<file path="config.mk">
export PLATFORM = sky130hd
export DESIGN_NAME = lfs_function_unit
export DESIGN_NICKNAME = d
export VERILOG_FILES = /design/src/lfs_pkg.sv /design/src/lfs_function_unit.sv
export SDC_FILE = /design/constraint.sdc
export NUM_CORES = 1
export LEC_CHECK = 0
export ABC_AREA = 1
export BUFFER_PORTS_ARGS = -buffer_cell sky130_fd_sc_hd__buf_2
export CORE_ASPECT_RATIO = 1.1
export CORE_MARGIN = 2
export CORE_UTILIZATION = 55
export CTS_CLUSTER_SIZE = 24
export DETAILED_ROUTE_END_ITERATION = 8
export PLACE_DENSITY = 0.75
export SLEW_MARGIN = 40
export SYNTH_ARGS = -nofsm -noshare
export SYNTH_HDL_FRONTEND = slang
export SYNTH_SLANG_ARGS = --single-unit
</file>
<file path="constraint.sdc">
create_clock -name mclk -period 6.2 [get_ports mclk]
set_input_delay 1.86 -clock mclk [delete_from_list [all_inputs] [get_ports mclk]]
set_output_delay 1.86 -clock mclk [all_outputs]
set_load 0.01 [all_outputs]
</file>
<file path="src/lfs_pkg.sv">
package lfs_pkg;

  // Bus geometry and answers
  localparam int         AXI_AW      = 8;
  localparam int         AXI_DW      = 32;
  localparam int         AXI_SW      = AXI_DW / 8;
  localparam logic [1:0] RESP_OKAY   = 2'h0;
  localparam logic [1:0] RESP_SLVERR = 2'h2;

  // Register byte offsets; CFG and LUT banks hold one word per slice
  localparam logic [7:0] OFS_CTRL = 8'h00;
  localparam logic [7:0] OFS_STAT = 8'h04;
  localparam logic [7:0] OFS_CFG  = 8'h10;
  localparam logic [7:0] OFS_LUT  = 8'h20;
  localparam logic [7:0] BANK_MSK = 8'hF0;
  localparam int         IDX_LSB  = 2;
  localparam int         IDX_W    = 2;

  // Fabric geometry
  localparam int NUM_SLICES = 4;
  localparam int NUM_PAIRS  = 2;
  localparam int LUT_IN     = 4;
  localparam int LUT_WORDS  = 16;
  localparam int RAM_SLICE  = 2;
  localparam int CTRL_W     = 3;
  localparam int CFG_W      = 10;

  // Ripple operations
  typedef enum logic [2:0] {
    OP_ADD    = 3'h0,
    OP_SUB    = 3'h1,
    OP_ADDSUB = 3'h2,
    OP_CNTUP  = 3'h3,
    OP_CNTDN  = 3'h4,
    OP_CNTUD  = 3'h5,
    OP_CMP    = 3'h6,
    OP_MUL    = 3'h7
  } lfs_op_t;

  typedef struct packed {
    logic pdp;
    logic ramEn;
    logic run;
  } lfs_ctrl_t;

  typedef struct packed {
    logic [1:0] srVal;
    logic       srAsync;
    logic       negEdge;
    logic       ffDirect;
    logic       lut5En;
    logic       ripple;
    lfs_op_t    op;
  } lfs_cfg_t;

  // Routed data inputs of one slice
  typedef struct packed {
    logic [LUT_IN-1:0] lut1In;
    logic [LUT_IN-1:0] lut0In;
    logic [1:0]        ffDirectIn;
    logic              sel;
  } lfs_slice_in_t;

  typedef struct packed {
    logic                                    awGot;
    logic                                    wGot;
    logic                                    awRdy;
    logic                                    wRdy;
    logic                                    bValid;
    logic                                    arRdy;
    logic                                    rValid;
    logic [AXI_AW-1:0]                       awAddr;
    logic [AXI_DW-1:0]                       wData;
    logic [AXI_SW-1:0]                       wStrb;
    logic [1:0]                              bResp;
    logic [1:0]                              rResp;
    logic [AXI_DW-1:0]                       rData;
    lfs_ctrl_t                               ctrl;
    lfs_cfg_t [NUM_SLICES-1:0]               cfg;
    logic [NUM_SLICES-1:0][2*LUT_WORDS-1:0]  lut;
    logic [NUM_SLICES-1:0][1:0]              ff;
    logic [NUM_PAIRS-1:0]                    clkPrev;
    logic [NUM_SLICES-1:0]                   fLow;
    logic [NUM_SLICES-1:0]                   fHigh;
    logic                                    cOut;
  } lfs_state_t;

  localparam lfs_state_t ST_RST = '0;

endpackage : lfs_pkg

</file>
<file path="src/lfs_function_unit.sv">
module lfs_function_unit
  import lfs_pkg::*;
(
  input  logic                                mclk,
  input  logic                                nrst,
  input  logic                                clkEn,
  input  logic [AXI_AW-1:0]                   s_axi_awaddr,
  input  logic                                s_axi_awvalid,
  output logic                                s_axi_awready,
  input  logic [AXI_DW-1:0]                   s_axi_wdata,
  input  logic [AXI_SW-1:0]                   s_axi_wstrb,
  input  logic                                s_axi_wvalid,
  output logic                                s_axi_wready,
  output logic [1:0]                          s_axi_bresp,
  output logic                                s_axi_bvalid,
  input  logic                                s_axi_bready,
  input  logic [AXI_AW-1:0]                   s_axi_araddr,
  input  logic                                s_axi_arvalid,
  output logic                                s_axi_arready,
  output logic [AXI_DW-1:0]                   s_axi_rdata,
  output logic [1:0]                          s_axi_rresp,
  output logic                                s_axi_rvalid,
  input  logic                                s_axi_rready,
  input  lfs_slice_in_t [NUM_SLICES-1:0]      sliceIn,
  input  logic [NUM_PAIRS-1:0]                sliceClock,
  input  logic [NUM_PAIRS-1:0]                sliceCe,
  input  logic [NUM_PAIRS-1:0]                localSetReset,
  input  logic                                carryIn,
  output logic [NUM_SLICES-1:0]               combOutLow,
  output logic [NUM_SLICES-1:0]               combOutHigh,
  output logic [NUM_SLICES-1:0][1:0]          ffOut,
  output logic                                carryOut
);

  lfs_state_t                       st_r;
  lfs_state_t                       st_nxt;
  logic [NUM_SLICES-1:0][LUT_IN-1:0] rdA;
  logic [NUM_SLICES-1:0][LUT_IN-1:0] rdB;
  logic [NUM_SLICES-1:0]            l0;
  logic [NUM_SLICES-1:0]            l1;
  logic [NUM_SLICES-1:0]            f0;
  logic [NUM_SLICES-1:0]            f1;
  logic [NUM_SLICES-1:0]            actE;
  logic [NUM_SLICES-1:0]            gen;
  logic [NUM_SLICES-1:0]            prop;
  logic [NUM_SLICES:0]              cy;
  logic [NUM_SLICES-1:0][1:0]       opA;
  logic [NUM_SLICES-1:0][1:0]       opB;
  logic [NUM_SLICES-1:0][1:0]       x;
  logic [NUM_SLICES-1:0][1:0]       y;
  logic [NUM_SLICES-1:0][1:0]       d;
  logic [NUM_SLICES-1:0][2:0]       tot;
  logic [NUM_SLICES-1:0][2:0]       sum;
  logic [NUM_SLICES-1:0][1:0]       initVec;
  logic [LUT_IN-1:0]                ramWAddr;
  logic                             ramWe;
  logic                             allLogic;
  logic                             awHs;
  logic                             wHs;
  logic                             axiWr;
  logic                             rdHit;
  logic [AXI_DW-1:0]                rdOld;
  logic [AXI_DW-1:0]                wm;
  logic                             arHit;
  logic [AXI_DW-1:0]                arWord;

  // Register view shared by the read path and the write merge
  function automatic logic [AXI_DW:0] regRead(input lfs_state_t st,
                                              input logic [AXI_AW-1:0] a);
    logic [IDX_W-1:0] i;
    i = a[IDX_LSB +: IDX_W];
    regRead = '0;
    if (a == OFS_CTRL) begin
      regRead = {1'b1, AXI_DW'(st.ctrl)};
    end else if (a == OFS_STAT) begin
      regRead = {1'b1, 15'h0000, st.cOut, st.ff, st.fHigh, st.fLow};
    end else if ((a & BANK_MSK) == OFS_CFG && a[1:0] == 2'h0) begin
      regRead = {1'b1, AXI_DW'(st.cfg[i])};
    end else if ((a & BANK_MSK) == OFS_LUT && a[1:0] == 2'h0) begin
      regRead = {1'b1, st.lut[i]};
    end
  endfunction : regRead

  // Whole next state; slices evaluate in carry order so cy ripples
  always_comb begin
    st_nxt   = st_r;
    axiWr    = 1'b0;
    allLogic = 1'b1;
    ramWAddr = sliceIn[RAM_SLICE].lut0In;
    cy[0]    = carryIn;
    for (int s = 0; s < NUM_SLICES; s++) begin
      // Edge of the pair's shared clock, polarity per slice
      actE[s] = st_r.cfg[s].negEdge ?
                (st_r.clkPrev[s/2] && !sliceClock[s/2]) :
                (!st_r.clkPrev[s/2] && sliceClock[s/2]);
      // Storage slices read at the write address unless pseudo-dual-port
      if (st_r.ctrl.ramEn && s < RAM_SLICE && !st_r.ctrl.pdp) begin
        rdA[s] = ramWAddr;
        rdB[s] = ramWAddr;
      end else if (st_r.ctrl.ramEn && s < RAM_SLICE) begin
        rdA[s] = sliceIn[s].lut0In;
        rdB[s] = sliceIn[s].lut0In;
      end else begin
        rdA[s] = sliceIn[s].lut0In;
        rdB[s] = sliceIn[s].lut1In;
      end
      l0[s] = st_r.lut[s][{1'b0, rdA[s]}];
      l1[s] = st_r.lut[s][{1'b1, rdB[s]}];
      opA[s] = {sliceIn[s].lut1In[0], sliceIn[s].lut0In[0]};
      opB[s] = {sliceIn[s].lut1In[1], sliceIn[s].lut0In[1]};
      // Ripple operand selection; sel is the dynamic control
      unique case (st_r.cfg[s].op)
        OP_ADD: begin
          x[s] = opA[s];
          y[s] = opB[s];
        end
        OP_SUB: begin
          x[s] = opA[s];
          y[s] = ~opB[s];
        end
        OP_ADDSUB: begin
          x[s] = opA[s];
          y[s] = sliceIn[s].sel ? ~opB[s] : opB[s];
        end
        OP_CNTUP: begin
          x[s] = st_r.ff[s];
          y[s] = 2'h0;
        end
        OP_CNTDN: begin
          x[s] = st_r.ff[s];
          y[s] = 2'h3;
        end
        OP_CNTUD: begin
          x[s] = st_r.ff[s];
          y[s] = sliceIn[s].sel ? 2'h3 : 2'h0;
        end
        OP_CMP: begin
          x[s] = opA[s];
          y[s] = ~opB[s];
        end
        OP_MUL: begin
          x[s] = {1'b0, opA[s][0] & opB[s][1]};
          y[s] = {1'b0, opA[s][1] & opB[s][0]};
        end
      endcase
      tot[s] = {1'b0, x[s]} + {1'b0, y[s]};
      sum[s] = tot[s] + {2'h0, cy[s]};
      // Multiply cells carry out of bit 0, the rest out of bit 1
      gen[s]  = (st_r.cfg[s].op == OP_MUL) ? tot[s][1] : tot[s][2];
      prop[s] = (st_r.cfg[s].op == OP_MUL) ? tot[s][0] : &tot[s][1:0];
      if (st_r.ctrl.ramEn && s <= RAM_SLICE) begin
        // Storage and address slices pass the carry through unchanged
        f0[s]     = (s == RAM_SLICE) ? 1'b0 : l0[s];
        f1[s]     = (s == RAM_SLICE) ? 1'b0 : l1[s];
        cy[s + 1] = cy[s];
      end else if (st_r.cfg[s].ripple) begin
        allLogic  = 1'b0;
        cy[s + 1] = gen[s] | (prop[s] & cy[s]);
        if (st_r.cfg[s].op == OP_CMP) begin
          // Chained carry is A >= B; sel picks the local relation
          f0[s] = cy[s + 1];
          f1[s] = sliceIn[s].sel ? (opA[s] <= opB[s]) : (opA[s] != opB[s]);
        end else if (st_r.cfg[s].op == OP_MUL) begin
          f0[s] = sum[s][0];
          f1[s] = l1[s];
        end else begin
          f0[s] = sum[s][0];
          f1[s] = sum[s][1];
        end
      end else begin
        cy[s + 1] = cy[s];
        f0[s]     = (st_r.cfg[s].lut5En && sliceIn[s].sel) ? l1[s] : l0[s];
        f1[s]     = l1[s];
      end
      // Flip-flop data path
      d[s] = st_r.cfg[s].ffDirect ? sliceIn[s].ffDirectIn : {f1[s], f0[s]};
      if (st_r.cfg[s].ripple && st_r.cfg[s].op inside {OP_CNTUP, OP_CNTDN, OP_CNTUD}
          && sliceIn[s].lut0In[2]) begin
        d[s] = sliceIn[s].ffDirectIn;
      end
      if (st_r.cfg[s].ripple && st_r.cfg[s].op == OP_MUL) begin
        // Serial shift: one bit per cycle, or two when sel is high
        d[s] = {sliceIn[s].sel ? sliceIn[s].ffDirectIn[1] : st_r.ff[s][0],
                sliceIn[s].ffDirectIn[0]};
      end
      initVec[s] = st_r.cfg[s].srVal;
      // Idle fabric sits at its set/reset value so run starts known
      if (!st_r.ctrl.run) begin
        st_nxt.ff[s] = st_r.cfg[s].srVal;
      end else if (localSetReset[s/2] && (st_r.cfg[s].srAsync || actE[s])) begin
        st_nxt.ff[s] = st_r.cfg[s].srVal;
      end else if (actE[s] && sliceCe[s/2]) begin
        st_nxt.ff[s] = d[s];
      end
      st_nxt.fLow[s]  = f0[s];
      st_nxt.fHigh[s] = f1[s];
    end
    st_nxt.cOut    = cy[NUM_SLICES];
    st_nxt.clkPrev = sliceClock;

    // Slice 2 control: write enable on the storage pair's clock edge
    ramWe = st_r.ctrl.ramEn && st_r.ctrl.run &&
            sliceIn[RAM_SLICE].ffDirectIn[0] && actE[0];
    if (ramWe) begin
      for (int s = 0; s < RAM_SLICE; s++) begin
        st_nxt.lut[s][{1'b0, ramWAddr}] = sliceIn[s].ffDirectIn[0];
        st_nxt.lut[s][{1'b1, ramWAddr}] = sliceIn[s].ffDirectIn[1];
      end
    end

    // Write channels; address and data may arrive in either order
    awHs = s_axi_awvalid && st_r.awRdy;
    wHs  = s_axi_wvalid && st_r.wRdy;
    if (st_r.bValid && s_axi_bready) begin
      st_nxt.bValid = 1'b0;
    end
    if (awHs) begin
      st_nxt.awGot  = 1'b1;
      st_nxt.awAddr = s_axi_awaddr;
    end
    if (wHs) begin
      st_nxt.wGot  = 1'b1;
      st_nxt.wData = s_axi_wdata;
      st_nxt.wStrb = s_axi_wstrb;
    end
    {rdHit, rdOld} = regRead(st_nxt, st_nxt.awAddr);
    for (int b = 0; b < AXI_SW; b++) begin
      wm[8*b +: 8] = st_nxt.wStrb[b] ? st_nxt.wData[8*b +: 8] : rdOld[8*b +: 8];
    end
    if (st_nxt.awGot && st_nxt.wGot && !st_nxt.bValid) begin
      st_nxt.awGot  = 1'b0;
      st_nxt.wGot   = 1'b0;
      st_nxt.bValid = 1'b1;
      st_nxt.bResp  = rdHit ? RESP_OKAY : RESP_SLVERR;
      axiWr         = rdHit;
      // Status is read-only, a write there is accepted and dropped
      if (st_nxt.awAddr == OFS_CTRL) begin
        st_nxt.ctrl = lfs_ctrl_t'(wm[CTRL_W-1:0]);
      end else if ((st_nxt.awAddr & BANK_MSK) == OFS_CFG) begin
        st_nxt.cfg[st_nxt.awAddr[IDX_LSB +: IDX_W]] = lfs_cfg_t'(wm[CFG_W-1:0]);
      end else if ((st_nxt.awAddr & BANK_MSK) == OFS_LUT) begin
        // Table preload; wins over a fabric RAM write in the same cycle
        st_nxt.lut[st_nxt.awAddr[IDX_LSB +: IDX_W]] = wm;
      end
    end
    st_nxt.awRdy = !st_nxt.awGot && !st_nxt.bValid;
    st_nxt.wRdy  = !st_nxt.wGot && !st_nxt.bValid;

    // Read channel answers one cycle after the address is taken
    {arHit, arWord} = regRead(st_r, s_axi_araddr);
    if (st_r.rValid && s_axi_rready) begin
      st_nxt.rValid = 1'b0;
    end
    if (s_axi_arvalid && st_r.arRdy) begin
      st_nxt.rValid = 1'b1;
      st_nxt.rData  = arWord;
      st_nxt.rResp  = arHit ? RESP_OKAY : RESP_SLVERR;
    end
    st_nxt.arRdy = !st_nxt.rValid;
  end

  // Global enable freezes everything, the bus included
  always_ff @(posedge mclk or negedge nrst) begin
    if (!nrst) begin
      st_r <= ST_RST;
    end else if (clkEn) begin
      st_r <= st_nxt;
    end
  end

  // Every output is a state bit
  assign s_axi_awready = st_r.awRdy;
  assign s_axi_wready  = st_r.wRdy;
  assign s_axi_bresp   = st_r.bResp;
  assign s_axi_bvalid  = st_r.bValid;
  assign s_axi_arready = st_r.arRdy;
  assign s_axi_rdata   = st_r.rData;
  assign s_axi_rresp   = st_r.rResp;
  assign s_axi_rvalid  = st_r.rValid;
  assign combOutLow    = st_r.fLow;
  assign combOutHigh   = st_r.fHigh;
  assign ffOut         = st_r.ff;
  assign carryOut      = st_r.cOut;
endmodule : lfs_function_unit

</file>
==> summary.txt <==
Outcome
  – Status: complete, no violations

GRT
  – First-pass GRT wire length: 117000 microns
  – Overflow after GRT: 0
  – Total GRT Usage: 43.6%
  – Vias in the first global route: 18700
  – Largest net degree at the start of global routing: 112
  – Antenna violations before repair: 1

Synthesis
  – Synth top area cells: dfrtp_1 37%, nand2_1 14%, o21ai_0 10%, inv_1 5.9%, a21oi_1 4.9%
  – Avg Inst Size Synth: 6.95 sq um
  – Warnings from Yosys: 0
  – Ys async rst share: 100%
  – Mux share of post-synthesis cell area: 1.04%
  – Share of the synthesized area in the top cell type: 36.5%
  – Area share of and/or/nand/nor cells after synthesis: 22.5%
  – Mapped Area: 18800 sq um
  – Post-synthesis cell type count: 61
  – EDFF count, synth: 0
  – Seq/Total Area, Yosys: 36.5%
  – Synth Area in Compound Gates: 26.7%
  – Synth Area in Adders: 1.69%
  – Top_reg_cell synth: dfrtp_1
  – Yosys top cell by area: dfrtp_1
  – Xor and xnor area share after synthesis: 0.0465%
  – #FFs+latches synth: 275
  – Mapped Cells: 2708
  – Largest family of logic cells by synthesized area: compound AO/OA/AOI/OAI gates

Setup path
  – R2r endpoint: st_r[66]
  – Crit. End Element: flop
  – CP arrival: 6.04 ns
  – Crit path max-delay cell type: fa_1
  – Critical path's most frequent cell: nand2_1
  – R2R depth: 35
  – Critical Path Start: sliceIn[0]
  – Reg2reg start: st_r[149]
  – R2r setup slk: 1.17 ns
  – CP Class: input port to flop
  – Crit Path Max Fanout: 5
  – End of the critical path: st_r[66]
  – CP startpoint kind: input port
  – CP peak stage delay: 0.57 ns
  – Worst path required time: 6.68 ns

Final layout
  – Share of layout cells above drive strength 1: 12.7%
  – Area grow syn2layout: 10.1%
  – Most common cell after layout, fill and taps aside: nand2_1
  – Final net count: 2909
  – Most frequent cells in the layout: 713 x nand2_1, 387 x o21ai_0, 298 x inv_1, 275 x dfrtp_1, 184 x a21oi_1
  – Non-Filler Instances: 3237
  – Fillcell total: 3238

Timing
  – Hold slack: 0.473 ns
  – Fmax: 180 MHz
  – Final number of hold-violating endpoints: 0
  – TNS Setup: 0 ns
  – Skew final: 0.0100 ns
  – Fin crit share: 89.7%
  – # setup viols final: 0
  – Worst rel slew slack: 38.3%
  – Worst Max-Slew Pin Slew: 0.902 ns
  – RSZ-0062 raised after global routing: no
  – Max-slew violations: 0
  – Tmin final: 5.56 ns

Drt
  – Routed vias: 20500
  – Met3 routed WL: 11800 microns
  – DRT iter0 DRCs: 2812
  – Via/cell ratio: 6.33
  – Highest routed layer: met4
  – Total wire length: 79400 microns
  – Met2 routed WL: 32000 microns
  – Drt wl/cell: 24.5 microns
  – Post-route ant nets: 0
  – Met1 WL: 30900 microns
  – DRC Markers: 0
  – First drt pass iteration count: 8

Placement
  – HPWL Detailed: 59000 microns
  – Placer congestion estimate: 1.04
  – Dpl cells: 3180
  – IO Port Bufs: 166

Pwr
  – Power Total: 10.3 mW
  – LEAKAGE: 10.2 nW
  – P per Cell Area: 495 nW/um^2
  – Max rail drop VDD: 0.326 mV

Clock tree
  – CTS Buffer Depth: 3
  – CTS buffer count: 31
  – Clk_lat worst skew: 0.60 ns
  – Clock-pin slew on the worst setup and hold paths: 0.06 ns
  – Clock sink total: 275
  – Root Buffer: clkbuf_16
  – Number of post-CTS setup repair buffers: 0
  – PostCTS Resize Cnt: 0
  – Hold buffer count at cts: 0
  – H-Tree Depth: 1
  – CTS tree: yes

Die
  – Die Area: 35700 sq um
  – # IOs: 169
  – Die Ht: 198 microns
  – Die Wd: 180 microns
  – Row Count: 71
  – Initial core utilization: 55.5%
  – Placeable core area: 33900 sq um

Hold path
  – Worst Hold Class: flop to flop

Run
  – Max-Cap Viols: 0
metal layers:
metal / up-vias / global-route usage (%)
li1: 9221 / -
met1: 9500 / 58.6
met2: 1506 / 61.8
met3: 259 / 15.5
met4: 0 / 22.1
met5: - / 0
state kept, by name, indices dropped and copies added (netlist names):
signal and cells:
s_axi_awready 1, s_axi_rresp 1, combOutHigh 4, s_axi_bvalid 1, s_axi_arready 1, st_r 211, combOutLow 4, carryOut 1
ffOut 8, s_axi_rdata 32, s_axi_rvalid 1, s_axi_wready 1, s_axi_bresp 1, initVec 8
power by group:
| group | total [mW] | internal (mW) | switching [mW] |
|---|---|---|---|
| clock | 1.85 | 1.05 | 0.798 |
| sequential | 2.91 | 2.38 | 0.528 |
| combinational | 5.50 | 1.66 | 3.84 |
| total | 10.3 | 5.09 | 5.16 |
metrics by stage:
step	instance area [sq um]	setup WS [ns]	utilization, %
final	20700	0.638	61.1
after global routing	20700	0.239	61.1
after CTS	20700	0.740	61.0
after detailed placement	19700	0.146	58.0
after global placement	19700	0.245	58.0
after floorplan	18800	0.982	-
Yosys cell counts (all sizes together), types with 32 or more instances:
master  count
o211ai     76
nand3     125
inv       319
o21ai     461
a21oi     184
o221ai     32
clkbuf     89
buf        94
dfrtp     275
nand2     725
o22ai      35
nor2      115
worst max-delay path: cells and delay by family:
kind | cells | cell delay [ns]
compound gates | 11 | 1.70
simple gates | 13 | 1.14
fa+ha+maj | 3 | 0.90
buf+inv | 5 | 0.43
how the worst min path moves through the flow:
stage / depth (start not counted) / start / endpoint / slack (ns)
global route: 2 / s_axi_rdata[27] / s_axi_rdata[27] / 0.49
CTS: 2 / s_axi_rdata[19] / s_axi_rdata[19] / 0.48
global placement: 2 / s_axi_rdata[29] / s_axi_rdata[29] / 0.46
finish: 2 / s_axi_rdata[19] / s_axi_rdata[19] / 0.47
detailed placement: 2 / s_axi_rdata[29] / s_axi_rdata[29] / 0.46
floorplan: 2 / st_r[265] / st_r[265] / 0.45
kinds of logic (layout without fill, tap and decap cells):
kind of cell	after synthesis	count (layout)
XOR/XNOR	1	1
other	1	3
AO/OA/AOI/OAI	868	868
flip-flops	275	275
buffers and inverters	506	595
AND/OR/NAND/NOR	1015	1015
multiplexers	19	19
adder cells (fa/ha/maj)	23	23
layout make-up:
cell class	count	area [sq um]	area share [%]
flip-flops and latches	275	6880	33.2
multi-input cells	1928	9840	47.5
diodes	1	2.50	0.0121
well taps	438	548	2.64
repair buffers	216	1240	5.96
clock inverters	12	96.3	0.465
inverters	323	1210	5.86
clock buffers	44	905	4.36
Power figures use the tool's default switching activity.
